[src/hw/dpram_consts.svh]
// constants for the 32x4 dual-port latch ram block
`ifndef DPRAM_CONSTS_SVH
`define DPRAM_CONSTS_SVH
`define DPRAM_DEPTH 32
`define DPRAM_AW 5
`define DPRAM_DW 4
// axi-lite register byte addresses
`define DPRAM_CTRL_ADDR 32'h0000_0000
`define DPRAM_CLEAR_ADDR 32'h0000_0004
`define DPRAM_STATUS_ADDR 32'h0000_0008
`define DPRAM_CTRL_SYNC_BIT 0
`define DPRAM_CTRL_DUAL_BIT 1
`define DPRAM_CTRL_CFG_BIT 2
`define DPRAM_CTRL_RESET 3'h0
`define DPRAM_RESP_OKAY 2'h0
`define DPRAM_RESP_SLVERR 2'h2
`endif

[src/hw/dpram_pkg.sv]
// types for the 32x4 dual-port latch ram block
package dpram_pkg;
  typedef struct packed {
    logic [4:0] waddr;
    logic [3:0] wdata;
    logic we_n;
  } dpram_wr_t;
  typedef struct packed {
    logic [4:0] raddr;
    logic output_enable_n;
  } dpram_rd_t;
  typedef struct packed {
    logic [3:0] data;
    logic oe;
  } dpram_dout_t;
endpackage : dpram_pkg

[src/hw/dpram_store.sv]
// latch storage array with asynchronous read
`timescale 1ns/1ps
`include "dpram_consts.svh"
module dpram_store #(
  parameter int DEPTH = `DPRAM_DEPTH,
  parameter int AW = `DPRAM_AW,
  parameter int DW = `DPRAM_DW
) (
  input wire logic aclk,
  input wire logic load,
  input wire logic [AW-1:0] waddr,
  input wire logic we_n,
  input wire logic [DW-1:0] wdata,
  input wire logic clear,
  input wire logic [AW-1:0] raddr,
  output logic [DW-1:0] rdata
);
  // each word is a clocked store enabled by load; the front latch in the
  // top makes the pair act as a flop, so a flop here is equivalent
  // no reset branch: contents survive every reset except the clear
  logic [DW-1:0] mem_q [DEPTH];
  genvar g;
  generate
    for (g = 0; g < DEPTH; g++)
    begin : g_word
      wire word_hit = (waddr == AW'(g)) && load && !we_n;
      always_ff @(posedge aclk)
      begin
        if (clear)
          mem_q[g] <= '0;
        else if (word_hit)
          mem_q[g] <= wdata;
      end
    end
  endgenerate
  assign rdata = mem_q[raddr];
endmodule : dpram_store

[src/hw/dpram_top.sv]
// 32x4 ram block with sync/async write, dual/single port, axi-lite config
`timescale 1ns/1ps
`include "dpram_consts.svh"
module dpram_top #(
  parameter bit RIGHTMOST = 1'b0,
  parameter int AW = `DPRAM_AW,
  parameter int DW = `DPRAM_DW
) (
  input wire logic aclk,
  input wire logic aresetn,
  input wire logic sector_clk,
  input wire dpram_pkg::dpram_wr_t wr,
  input wire dpram_pkg::dpram_rd_t rd,
  output logic [DW-1:0] din_o,
  output logic din_oe,
  output dpram_pkg::dpram_dout_t dout,
  input wire logic [31:0] s_axi_awaddr,
  input wire logic s_axi_awvalid,
  output logic s_axi_awready,
  input wire logic [31:0] s_axi_wdata,
  input wire logic [3:0] s_axi_wstrb,
  input wire logic s_axi_wvalid,
  output logic s_axi_wready,
  output logic [1:0] s_axi_bresp,
  output logic s_axi_bvalid,
  input wire logic s_axi_bready,
  input wire logic [31:0] s_axi_araddr,
  input wire logic s_axi_arvalid,
  output logic s_axi_arready,
  output logic [31:0] s_axi_rdata,
  output logic [1:0] s_axi_rresp,
  output logic s_axi_rvalid,
  input wire logic s_axi_rready
);
  // control register: sync mode, dual port, configuration phase
  logic [2:0] ctrl_q;
  logic [31:0] awaddr_q, wdata_q;
  logic aw_full_q, w_full_q;
  logic [3:0] wstrb_q;
  logic clear_q;
  logic [31:0] rdata_q;
  logic [1:0] rresp_q, bresp_q;
  logic bvalid_q, rvalid_q;
  logic sclk_q;
  logic load_q;
  logic [AW-1:0] lat_addr_q;
  logic lat_we_n_q;
  logic [DW-1:0] lat_data_q;
  wire sync_mode = ctrl_q[`DPRAM_CTRL_SYNC_BIT];
  wire dual_mode = ctrl_q[`DPRAM_CTRL_DUAL_BIT] && !RIGHTMOST;
  wire cfg_mode = ctrl_q[`DPRAM_CTRL_CFG_BIT];
  // rising edge of the neighbouring sector-column clock, sampled as data
  wire sclk_rise = sector_clk && !sclk_q;
  // storage load trails the front latch by one edge, so the word stored is
  // the one just captured and never the stale one; async forces high
  wire load = sync_mode ? load_q : 1'b1;
  // front latches capture on the clock edge in sync mode
  wire [AW-1:0] st_addr = sync_mode ? lat_addr_q : wr.waddr;
  wire st_we_n = sync_mode ? lat_we_n_q : wr.we_n;
  wire [DW-1:0] st_data = sync_mode ? lat_data_q : wr.wdata;
  wire [AW-1:0] rd_addr = dual_mode ? rd.raddr : wr.waddr;
  wire [DW-1:0] arr_rdata;
  wire do_write = aw_full_q && w_full_q && !bvalid_q;
  wire wr_ctrl = do_write && awaddr_q == `DPRAM_CTRL_ADDR;
  wire wr_clear = do_write && awaddr_q == `DPRAM_CLEAR_ADDR;
  wire wr_known = wr_ctrl || wr_clear;
  wire rd_take = s_axi_arvalid && !rvalid_q;
  wire rd_ctrl = s_axi_araddr == `DPRAM_CTRL_ADDR;
  wire rd_stat = s_axi_araddr == `DPRAM_STATUS_ADDR;
  wire rd_clr = s_axi_araddr == `DPRAM_CLEAR_ADDR;
  wire [31:0] status_word = {26'h0, dual_mode, sync_mode, st_we_n,
    RIGHTMOST, clear_q, cfg_mode};
  dpram_store #(
    .AW(AW),
    .DW(DW)
  ) u_store (
    .aclk(aclk),
    .load(load),
    .waddr(st_addr),
    .we_n(st_we_n),
    .wdata(st_data),
    .clear(clear_q),
    .raddr(rd_addr),
    .rdata(arr_rdata)
  );
  // the clear is only honoured during configuration; any value counts
  always_ff @(posedge aclk)
  begin
    if (!aresetn)
      clear_q <= 1'b0;
    else
      clear_q <= wr_clear && cfg_mode && wstrb_q[0];
  end
  // front latch: capture while sclk_rise high, hold while low
  always_ff @(posedge aclk)
  begin
    if (!aresetn)
    begin
      sclk_q <= 1'b0;
      load_q <= 1'b0;
    end
    else
    begin
      sclk_q <= sector_clk;
      load_q <= sclk_rise;
    end
  end
  always_ff @(posedge aclk)
  begin
    if (!aresetn)
    begin
      lat_addr_q <= '0;
      lat_we_n_q <= 1'b1;
      lat_data_q <= '0;
    end
    else if (sclk_rise)
    begin
      lat_addr_q <= wr.waddr;
      lat_we_n_q <= wr.we_n;
      lat_data_q <= wr.wdata;
    end
  end
  // output buses: the shared data pin in single-port, dout in dual-port
  assign dout.data = arr_rdata;
  assign dout.oe = dual_mode && !rd.output_enable_n;
  assign din_o = arr_rdata;
  assign din_oe = !dual_mode && !rd.output_enable_n && wr.we_n;
  // axi-lite write channel: either address or data may arrive first
  assign s_axi_awready = !aw_full_q;
  assign s_axi_wready = !w_full_q;
  assign s_axi_bvalid = bvalid_q;
  assign s_axi_bresp = bresp_q;
  always_ff @(posedge aclk)
  begin
    if (!aresetn)
    begin
      aw_full_q <= 1'b0;
      w_full_q <= 1'b0;
      awaddr_q <= '0;
      wdata_q <= '0;
      wstrb_q <= '0;
      bvalid_q <= 1'b0;
      bresp_q <= `DPRAM_RESP_OKAY;
      ctrl_q <= `DPRAM_CTRL_RESET;
    end
    else
    begin
      if (s_axi_awvalid && !aw_full_q)
      begin
        aw_full_q <= 1'b1;
        awaddr_q <= {s_axi_awaddr[31:2], 2'b00};
      end
      if (s_axi_wvalid && !w_full_q)
      begin
        w_full_q <= 1'b1;
        wdata_q <= s_axi_wdata;
        wstrb_q <= s_axi_wstrb;
      end
      if (do_write)
      begin
        bvalid_q <= 1'b1;
        bresp_q <= wr_known ? `DPRAM_RESP_OKAY : `DPRAM_RESP_SLVERR;
        if (wr_ctrl && wstrb_q[0])
          ctrl_q <= wdata_q[2:0];
      end
      if (bvalid_q && s_axi_bready)
      begin
        bvalid_q <= 1'b0;
        aw_full_q <= 1'b0;
        w_full_q <= 1'b0;
      end
    end
  end
  // axi-lite read channel: one outstanding read, answer next cycle
  assign s_axi_arready = !rvalid_q;
  assign s_axi_rvalid = rvalid_q;
  assign s_axi_rdata = rdata_q;
  assign s_axi_rresp = rresp_q;
  always_ff @(posedge aclk)
  begin
    if (!aresetn)
    begin
      rvalid_q <= 1'b0;
      rdata_q <= '0;
      rresp_q <= `DPRAM_RESP_OKAY;
    end
    else if (rd_take)
    begin
      rvalid_q <= 1'b1;
      rdata_q <= rd_ctrl ? {29'h0, ctrl_q} : rd_stat ? status_word : '0;
      rresp_q <= (rd_ctrl || rd_stat || rd_clr) ? `DPRAM_RESP_OKAY
        : `DPRAM_RESP_SLVERR;
    end
    else if (s_axi_rready)
      rvalid_q <= 1'b0;
  end
endmodule : dpram_top

[config.mk]
export PLATFORM = sky130hd
export DESIGN_NAME = dpram_top
export DESIGN_NICKNAME = d
export VERILOG_FILES = /design/src/hw/dpram_pkg.sv /design/src/hw/dpram_store.sv /design/src/hw/dpram_top.sv
export VERILOG_INCLUDE_DIRS = /design/src /design/src/hw
export SDC_FILE = /design/constraint.sdc
export NUM_CORES = 1
export LEC_CHECK = 0
export BUFFER_PORTS_ARGS = -buffer_cell sky130_fd_sc_hd__buf_4
export CORE_ASPECT_RATIO = 1.75
export CORE_MARGIN = 2
export CORE_UTILIZATION = 35
export CTS_CLUSTER_DIAMETER = 120
export CTS_CLUSTER_SIZE = 16
export DETAILED_ROUTE_END_ITERATION = 10
export PLACE_DENSITY_LB_ADDON = 0.05
export SLEW_MARGIN = 20
export SYNTH_ARGS = -nofsm -noshare
export SYNTH_HDL_FRONTEND = slang
export SYNTH_HIERARCHICAL = 1
export SYNTH_SLANG_ARGS = --single-unit
[constraint.sdc]
create_clock -name aclk -period 7.6 [get_ports aclk]
set_clock_uncertainty 0.15 [all_clocks]
set_input_delay 1.52 -clock aclk [delete_from_list [all_inputs] [get_ports aclk]]
set_output_delay 1.52 -clock aclk [all_outputs]
set_load 0.02 [all_outputs]
After elaboration in Yosys (flattened, before gate mapping)
Memories as Yosys holds them, arrays and structs flattened.
Index checks and enable logic that the tools add are counted.
{"block": "totals", "ram_bits": 128, "inputBits": 124, "out_inout_bits": 51, "n_memories": 1, "regBits": 90, "word_cells": 322}
{"memory": "u_store.mem_q", "words": 32, "word_bits": 4, "rd": 1, "rd_ports_with_merged_regs": 0, "write_ports": 32, "line": "dpram_store.sv:21", "source": "logic [DW-1:0] mem_q [DEPTH];"}
{"block": "op_classes", "n_eq_ne": 34, "muxes": 141, "n_reduce_logical": 96, "bitwise_logic": 33}
{"operator": "4-bit 2-to-1 mux", "n": 33}
{"operator": "1-bit 2-to-1 mux", "n": 102}
{"operator": "5-bit == test (second input constant)", "n": 16}
{"operator": "1-bit logical AND", "n": 79}
{"operator": "32-bit logical NOT", "n": 2}
{"operator": "5-bit by 4-bit == test with 1-bit output (second input constant)", "n": 8}
{"operator": "32-bit by 3-bit == test with 1-bit output (second input constant)", "n": 1}
{"operator": "32-bit by 4-bit == test with 1-bit output (second input constant)", "n": 1}
{"operator": "1-bit OR", "n": 32}
{"operator": "30-bit by 1-bit == test with 1-bit output (second input constant)", "n": 1}
{"operator": "5-bit by 3-bit == test with 1-bit output (second input constant)", "n": 4}
{"operator": "6-bit 2-to-1 mux", "n": 2}
{"operator": "5-bit by 2-bit == test with 1-bit output (second input constant)", "n": 2}
{"operator": "5-bit 2-to-1 mux", "n": 2}
{"operator": "1-bit logical NOT", "n": 8}
{"operator": "5-bit by 1-bit == test with 1-bit output (second input constant)", "n": 1}
{"operator": "5-bit logical NOT", "n": 1}
{"operator": "2-bit 2-to-1 mux", "n": 2}
{"operator": "1-bit logical OR", "n": 3}
{"operator": "2-bit AND reduction", "n": 1}
{"operator": "2-bit nonzero test", "n": 1}
{"operator": "2-bit OR reduction", "n": 1}
{"operator": "1-bit NOT", "n": 1}

Logic depth before layout (Yosys ltp)
Gate-level depths: netlist of run 1.
{"block": "depth", "depth_word": 8, "ltp_mapped": 8, "ltp_nobuf": 4}

Cells and area by module
Netlist of run 1, hierarchy kept.
{"module": "dpram_store", "n_inst": 1, "seq_area_each_um2": 3843.7, "cells_per_inst": 431, "area_per_inst_um2": 6347.3}
{"module": "dpram_top", "n_inst": 1, "seq_area_each_um2": 1241.2, "cells_per_inst": 337, "area_per_inst_um2": 2927.8}

Worst setup path after synthesis of run 1
No wires, ideal clock.
{"block": "synth_path", "path_type": "input to output", "start": "in rd[3] (netlist bit)", "end": "out dout[1] (netlist bit)", "required_ns": 5.930, "path_buffers": 3, "path_stages": 7, "path_slack_ns": 2.424, "arrival_time_ns": 3.506, "path_cell_list": "mux2_2 clkbuf_1 clkbuf_1 mux4_2 mux4_2 mux2_2 buf_4"}
{"block": "synth_between", "elab_chain_cells": 2}
{"element": "start, declared", "line": "dpram_top.sv:13", "source": "input wire dpram_pkg::dpram_rd_t rd,"}
{"element": "5-bit 2-to-1 mux", "line": "dpram_top.sv:61", "source": "wire [AW-1:0] rd_addr = dual_mode ? rd.raddr : wr.waddr;"}
{"element": "memory 32 x 4 bit"}
{"element": "end, declared", "line": "dpram_top.sv:16", "source": "output dpram_pkg::dpram_dout_t dout,"}
Every way passes these cells.

==> impl_metrics.py, run 1 <==
metrics = {
    "placement": {
        "dp_hpwl_mm": 17.5,
        "port_buffers": 112,
        "preCtsSetupSlack_ns": 1.63,
        "gp_congestion": 0.745,
        "dp.cells": 1141,
    },
    "logic_synthesis": {
        "synth_top_flop_cell": "edfxtp_1",
        "synth.cell_area_sq_um": 9280,
        "yosysTopAreaCell": "edfxtp_1",
        "synth_area_leaders": "edfxtp_1 (41%), dfxtp_1 (13%), mux4_2 (9.7%), and2_1 (8.8%), nand2_1 (3.7%)",
        "synth_top_area_share_pct": 41.4,
        "avgSynthCellArea_sq_um": 12.1,
        "synth_cell_types": 45,
        "ys_seq_area_share_pct": 54.8,
        "ys_seq_elements": 190,
        "yosysWarnings": 6,
        "synth-edff-count": 128,
        "async_reset_ff_share_pct": 0,
        "syn_inst": 768,
    },
    "final_layout": {
        "drive_gt1_share_pct": 24.5,
        "final_cells": 1173,
        "nets": 964,
        "layout_commonest_cell": "and2_1",
        "most-common-layout-cells": "and2_1 (130), edfxtp_1 (128), buf_4 (115), nand2_1 (92), dfxtp_1 (62)",
        "num_antenna_cells": 0,
        "syn2layout_area_growth_pct": 15.7,
    },
    "worst_setup_path": {
        "critical_path_required_ns": 5.93,
        "ff2ff_setup_slack_ns": 4.37,
        "crit_chain": "buf_4 > mux2_2 > buf_4 > mux4_2 > mux4_2 > mux2_2 > buf_4",
        "crit_buf_inv": 3,
        "r2r-start": "ctrl_q[0]",
        "end_kind": "output pin",
        "critPathKind": "primary input to output pin",
        "timing.critical_path.mode_cell": "buf_4",
        "reg2regPathDepth": 4,
        "worst_path_max_delay_cell": "mux2_2",
        "timing.rr.end": "u_store/mem_q[1][3]",
        "cp_top_family": "multiplexers",
        "slowest_delay_ns": 0.62,
        "crit_path_max_fanout": 18,
        "crit_path_start_kind": "primary input",
        "arrival_ns": 4.26,
    },
    "global_route": {
        "grt_pass1_wl_mm": 36.4,
        "grt_antenna_before_repair": 0,
        "grt_max_degree": 61,
        "grt.total_usage_pct": 18.0,
        "grt_pass1_vias": 6369,
        "grt_remaining_overflow": 0,
    },
    "cts": {
        "numCtsBuffers": 17,
        "clk_path_buf_depth": 2,
        "cts.repair.resized": 0,
        "clockRootBuffer": "clkbuf_16",
        "cts_sinks": 190,
        "postCtsHoldBufs": 0,
        "clk_latency_ns": 0.45,
        "post_cts_buffers": 0,
        "cts_tree": "done",
        "path_clk_slew_ns": 0.07,
        "cts_max_level": 4,
    },
    "drt": {
        "num_vias": 5952,
        "wl_met2_mm": 14.1,
        "dr.pass1.iters": 4,
        "topRoutingLayerUsed": "met4",
        "drc": 0,
        "routed_wl_mm": 24.3,
        "via_per_inst": 5.07,
        "drt-initial-drc-count": 281,
        "antenna_left": 0,
        "route.layer.met1.wl_mm": 8.47,
        "routedWlPerCell_microns": 20.7,
        "wl_met3_microns": 887,
    },
    "hold_path": {
        "min_to": "load_q",
        "whs_path_depth": 1,
        "hold_start": "sclk_q",
        "hold_path.class": "register to register",
    },
    "timing": {
        "fmax_ghz": 0.169,
        "slew-limit-headroom_pct": 33.1,
        "setup_viol": 0,
        "rsz0062_at_grt": "false",
        "period_share_pct": 78.0,
        "fin_setup_tns_ns": 0,
        "worstMarginPinSlew_ns": 1.00,
        "finalCriticalPeriod_ns": 5.93,
        "worst_slack_ns": 1.67,
        "drv_slew": 0,
        "hold_violations": 0,
    },
    "die": {
        "row_count": 78,
        "dieArea_sq_um": 27900,
        "die_w_microns": 127,
        "die_h_microns": 219,
        "initial_utilization_pct": 35.7,
        "core_sq_um": 26000,
        "ioPinCount": 175,
    },
    "pwr": {
        "cell_internal_pwr_uw": 1660,
        "swShare_pct": 23.4,
        "p_per_area_nw_per_um2": 202,
        "clockPowerShare_pct": 40.0,
        "seq_power_share_pct": 51.6,
        "ir_worst_vdd_uv": 154,
        "p_leak_uw": 0.00431,
        "p_switching_uw": 507,
        "power_frac_comb_pct": 8.4,
    },
    "run_status": {
        "status": "complete, no violations",
    },
    "flow_run": {
        "drv_cap": 0,
    },
}
[state kept, by name, summed over array words and instances, names as in the netlist, 3 cells and up]
register / count
lat_data_q: 4
wdata_q: 3
s_axi_rdata: 6
ctrl_q: 3
u_store/mem_q: 128
lat_addr_q: 5
awaddr_q: 30
[how the worst max path moves through the flow]
stage / start / end / slack, ns / cells after the start
global route: wr[6] / dout[2] / 1.52 / 7
CTS: wr[6] / dout[2] / 1.62 / 7
finish: wr[6] / dout[2] / 1.67 / 7
detailed placement: wr[6] / dout[2] / 1.63 / 7
floorplan: rd[3] / dout[1] / 2.42 / 7
global placement: wr[6] / din_o[1] / 1.66 / 7
[power groups by stage]
stage / registers [uW] / logic, uW / clock network (uW)
2_1_floorplan: 1140 / 119 / 0
3_3_place_gp: 1140 / 180 / 0
3_5_place_dp: 1140 / 184 / 0
4_1_cts: 1120 / 184 / 890
5_1_grt: 1120 / 198 / 929
6_report: 1120 / 182 / 868
[logic make-up (layout without fill, tap and decap cells)]
logic type / count (synthesis) / after routing / share of synthesized area, %
AOI/OAI and AO/OA: 87 / 87 / 7.03
buffers and inverters: 95 / 153 / 5.41
DFF: 190 / 190 / 54.8
muxes: 66 / 66 / 12.8
other: 1 / 28 / 0.0404
and+or+nand+nor: 329 / 329 / 19.9
[final cells by class]
class / count / area, sq um
fillers: 2483 / 15200
flip-flops and latches: 190 / 5080
clock buffers: 20 / 437
clock inverters: 12 / 120
inverters: 6 / 22.5
well taps: 320 / 400
multi-input cells: 510 / 3800
repair buffers: 115 / 863
[cell usage after synthesis (2+ instances only)]
cell / count
nand4_1: 3
o2bb2ai_1: 3
a21boi_0: 41
nand4bb_1: 3
o21bai_1: 14
a32o_1: 2
buf_2: 2
nor3b_1: 3
a21oi_1: 2
mux2i_1: 7
buf_6: 3
and3b_1: 2
nor4_4: 2
mux4_2: 40
mux2_2: 19
nor2_1: 24
clkbuf_1: 48
dfxtp_1: 62
nor2b_1: 9
o21a_1: 3
a21o_1: 18
nand3_1: 2
nand2b_1: 9
nor3_1: 13
edfxtp_1: 128
inv_1: 6
and4_1: 2
nand2_1: 92
nand4b_1: 4
nor4_1: 21
and2_1: 130
o21ai_0: 3
buf_4: 32
nand4_2: 2
buf_1: 4
[routing by layer]
metal	track usage [%]	up-vias
li1	-	2833
met1	17.1	2938
met2	36.2	147
met3	3.24	34
met4	8.53	0
met5	0	-
[metrics by stage]
stage / cell area (sq um) / total power (uW) / hold slack, ns / util [%]
final: 10700 / 2170 / 0.280 / 41.3
after global routing: 10700 / 2250 / 0.300 / 41.3
after CTS: 10700 / 2190 / 0.285 / 41.3
after detailed placement: 10200 / 1320 / 0.272 / 39.2
after global placement: 10200 / 1320 / 0.264 / 39.2
after floorplan: 9380 / 1260 / 0.256 / -
No activity file was read; power rests on OpenSTA's default activity.
==> inputs of run 2 (changes only) <==
==> constraint.sdc (replaced) <==
create_clock -name aclk -period 5.2 [get_ports aclk]
set_clock_uncertainty 0.15 [all_clocks]
set_input_delay 1.04 -clock aclk [delete_from_list [all_inputs] [get_ports aclk]]
set_output_delay 1.04 -clock aclk [all_outputs]
set_load 0.02 [all_outputs]
==> run 2 against run 1 <==
Against the previous run: combinational power up 47%; clock-buffer cell count up 1; highest routed layer unchanged; largest power group unchanged; largest cell class unchanged; sequential cell count unchanged; cell count increased by 0.17%; clock power is 43% higher.
==> impl_metrics.py, run 2 (same netlist as run 1, synthesis figures left out) <==
metrics = {
    "drt": {
        "drc": 0,
        "drt-initial-drc-count": 270,
        "num_vias": 5873,
        "routedWlPerCell_microns": 20.9,
        "via_per_inst": 5.00,
        "antenna_left": 0,
        "dr.pass1.iters": 4,
        "routed_wl_mm": 24.6,
    },
    "cts": {
        "cts_max_level": 4,
        "cts.repair.resized": 0,
        "cts_tree": "done",
        "clk_latency_ns": 0.44,
        "numCtsBuffers": 17,
        "clockRootBuffer": "clkbuf_16",
        "clk_path_buf_depth": 2,
        "post_cts_buffers": 0,
        "path_clk_slew_ns": 0.07,
        "cts_sinks": 190,
        "postCtsHoldBufs": 0,
    },
    "worst_setup_path": {
        "ff2ff_setup_slack_ns": 1.98,
        "critical_path_required_ns": 4.01,
        "crit_path_max_fanout": 32,
        "arrival_ns": 3.16,
        "r2r-start": "ctrl_q[0]",
        "critPathLaunch": "wr[6]",
        "critPathKind": "primary input to output pin",
        "end_kind": "output pin",
        "reg2regPathDepth": 4,
        "timing.rr.end": "u_store/mem_q[8][0]",
        "crit_path_start_kind": "primary input",
    },
    "global_route": {
        "grt.total_usage_pct": 18.3,
        "grt_pass1_vias": 6369,
        "grt_pass1_wl_mm": 37.0,
        "grt_antenna_before_repair": 0,
        "grt_max_degree": 61,
        "grt_remaining_overflow": 0,
    },
    "placement": {
        "dp_hpwl_mm": 18.0,
        "gp_congestion": 0.781,
        "dp.cells": 1143,
        "preCtsSetupSlack_ns": 0.821,
        "port_buffers": 112,
    },
    "final_layout": {
        "drive_gt1_share_pct": 24.3,
        "layout_commonest_cell": "and2_1",
        "most-common-layout-cells": "and2_1 (130), edfxtp_1 (128), buf_4 (116), nand2_1 (92), dfxtp_1 (62)",
        "num_antenna_cells": 0,
        "nets": 966,
        "syn2layout_area_growth_pct": 15.8,
        "finalCoreUtilization_pct": 41.4,
        "largest_register_ffs": 128,
        "final_cells": 1175,
        "nFillCells": 2473,
        "top_register": "u_store/mem_q",
    },
    "flow_run": {
        "drv_cap": 0,
    },
    "timing": {
        "rsz0062_at_grt": "false",
        "fin_setup_tns_ns": 0,
        "slew-limit-headroom_pct": 35.1,
        "drv_slew": 0,
        "finalCriticalPeriod_ns": 4.35,
        "holdWs_ns": 0.278,
        "setup_viol": 0,
        "worst_slack_ns": 0.846,
        "fmax_ghz": 0.230,
        "period_share_pct": 83.7,
        "worstMarginPinSlew_ns": 0.971,
        "hold_violations": 0,
    },
    "pwr": {
        "swShare_pct": 22.8,
        "p_switching_uw": 716,
        "ir_worst_vdd_uv": 206,
        "power_frac_comb_pct": 8.5,
        "clockPowerShare_pct": 39.4,
        "p_leak_uw": 0.00432,
        "cell_internal_pwr_uw": 2420,
        "seq_power_share_pct": 52.1,
        "p_per_area_nw_per_um2": 292,
    },
    "hold_path": {
        "min_to": "load_q",
        "hold_start": "sclk_q",
        "whs_path_depth": 1,
        "hold_path.class": "register to register",
    },
    "run_status": {
        "status": "complete, no violations",
    },
    "die": {
        "die_w_microns": 127,
        "die_h_microns": 219,
        "row_count": 78,
        "initial_utilization_pct": 35.7,
        "dieArea_sq_um": 27900,
        "core_sq_um": 26000,
        "ioPinCount": 175,
    },
}
run 2: cell types whose count changed in the layout (fill, tap and decap cells not counted), sizes merged:
cell      change
clkinv        +3
clkinvlp      -3
buf           +2
clkbuf        +1
inv           -1
run 2: how the worst max path moves through the flow:
stage               slack [ns]  cells past startpoint       end
global placement          0.82                      7  din_o[3]
global route              0.73                      6   dout[3]
floorplan                 0.98                      7   dout[1]
detailed placement        0.82                      7   dout[2]
CTS                       0.80                      6  din_o[0]
finish                    0.85                      7   dout[2]
run 2: power by group through the flow:
| stage | Clock, uW | Sequential, uW | Combinational [uW] |
|---|---|---|---|
| 3_3_place_gp | 0 | 1670 | 267 |
| 3_5_place_dp | 0 | 1670 | 271 |
| 2_1_floorplan | 0 | 1670 | 174 |
| 4_1_cts | 1270 | 1630 | 272 |
| 6_report | 1240 | 1630 | 267 |
| 5_1_grt | 1330 | 1640 | 293 |
run 2: metrics by stage:
stage | cell area (sq um) | total power [uW]
floorplan | 9380 | 1840
global placement | 10200 | 1930
detailed placement | 10200 | 1940
CTS | 10700 | 3180
global route | 10700 | 3260
finish | 10700 | 3140
run 2: critical path: stages:
cell	delay [ns]
buf_4	0.10
mux2_2	0.17
buf_12	0.25
mux4_2	0.59
mux4_2	0.51
mux2_2	0.29
buf_4	0.16
run 2: cell type report:
class / instances / area, sq um / area share (%)
Clock inverter: 11 / 98.8 / 0.920
Timing Repair Buffer: 117 / 891 / 8.29
Clock buffer: 21 / 440 / 4.10
Tap cell: 320 / 400 / 3.73
Inverter: 6 / 22.5 / 0.210
Multi-Input combinational cell: 510 / 3800 / 35.4
Sequential cell: 190 / 5080 / 47.3
run 2: metal layers:
metal  vias up  routed length [microns]  part of all wire [%]  track usage, %
li1       2844                        -                     -               -
met5         -                        0                     0               0
met2       132                    14300                    58            36.7
met4         0                      936                   3.8            7.95
met3        34                      880                   3.6            4.44
met1      2863                     8430                    34            17.1
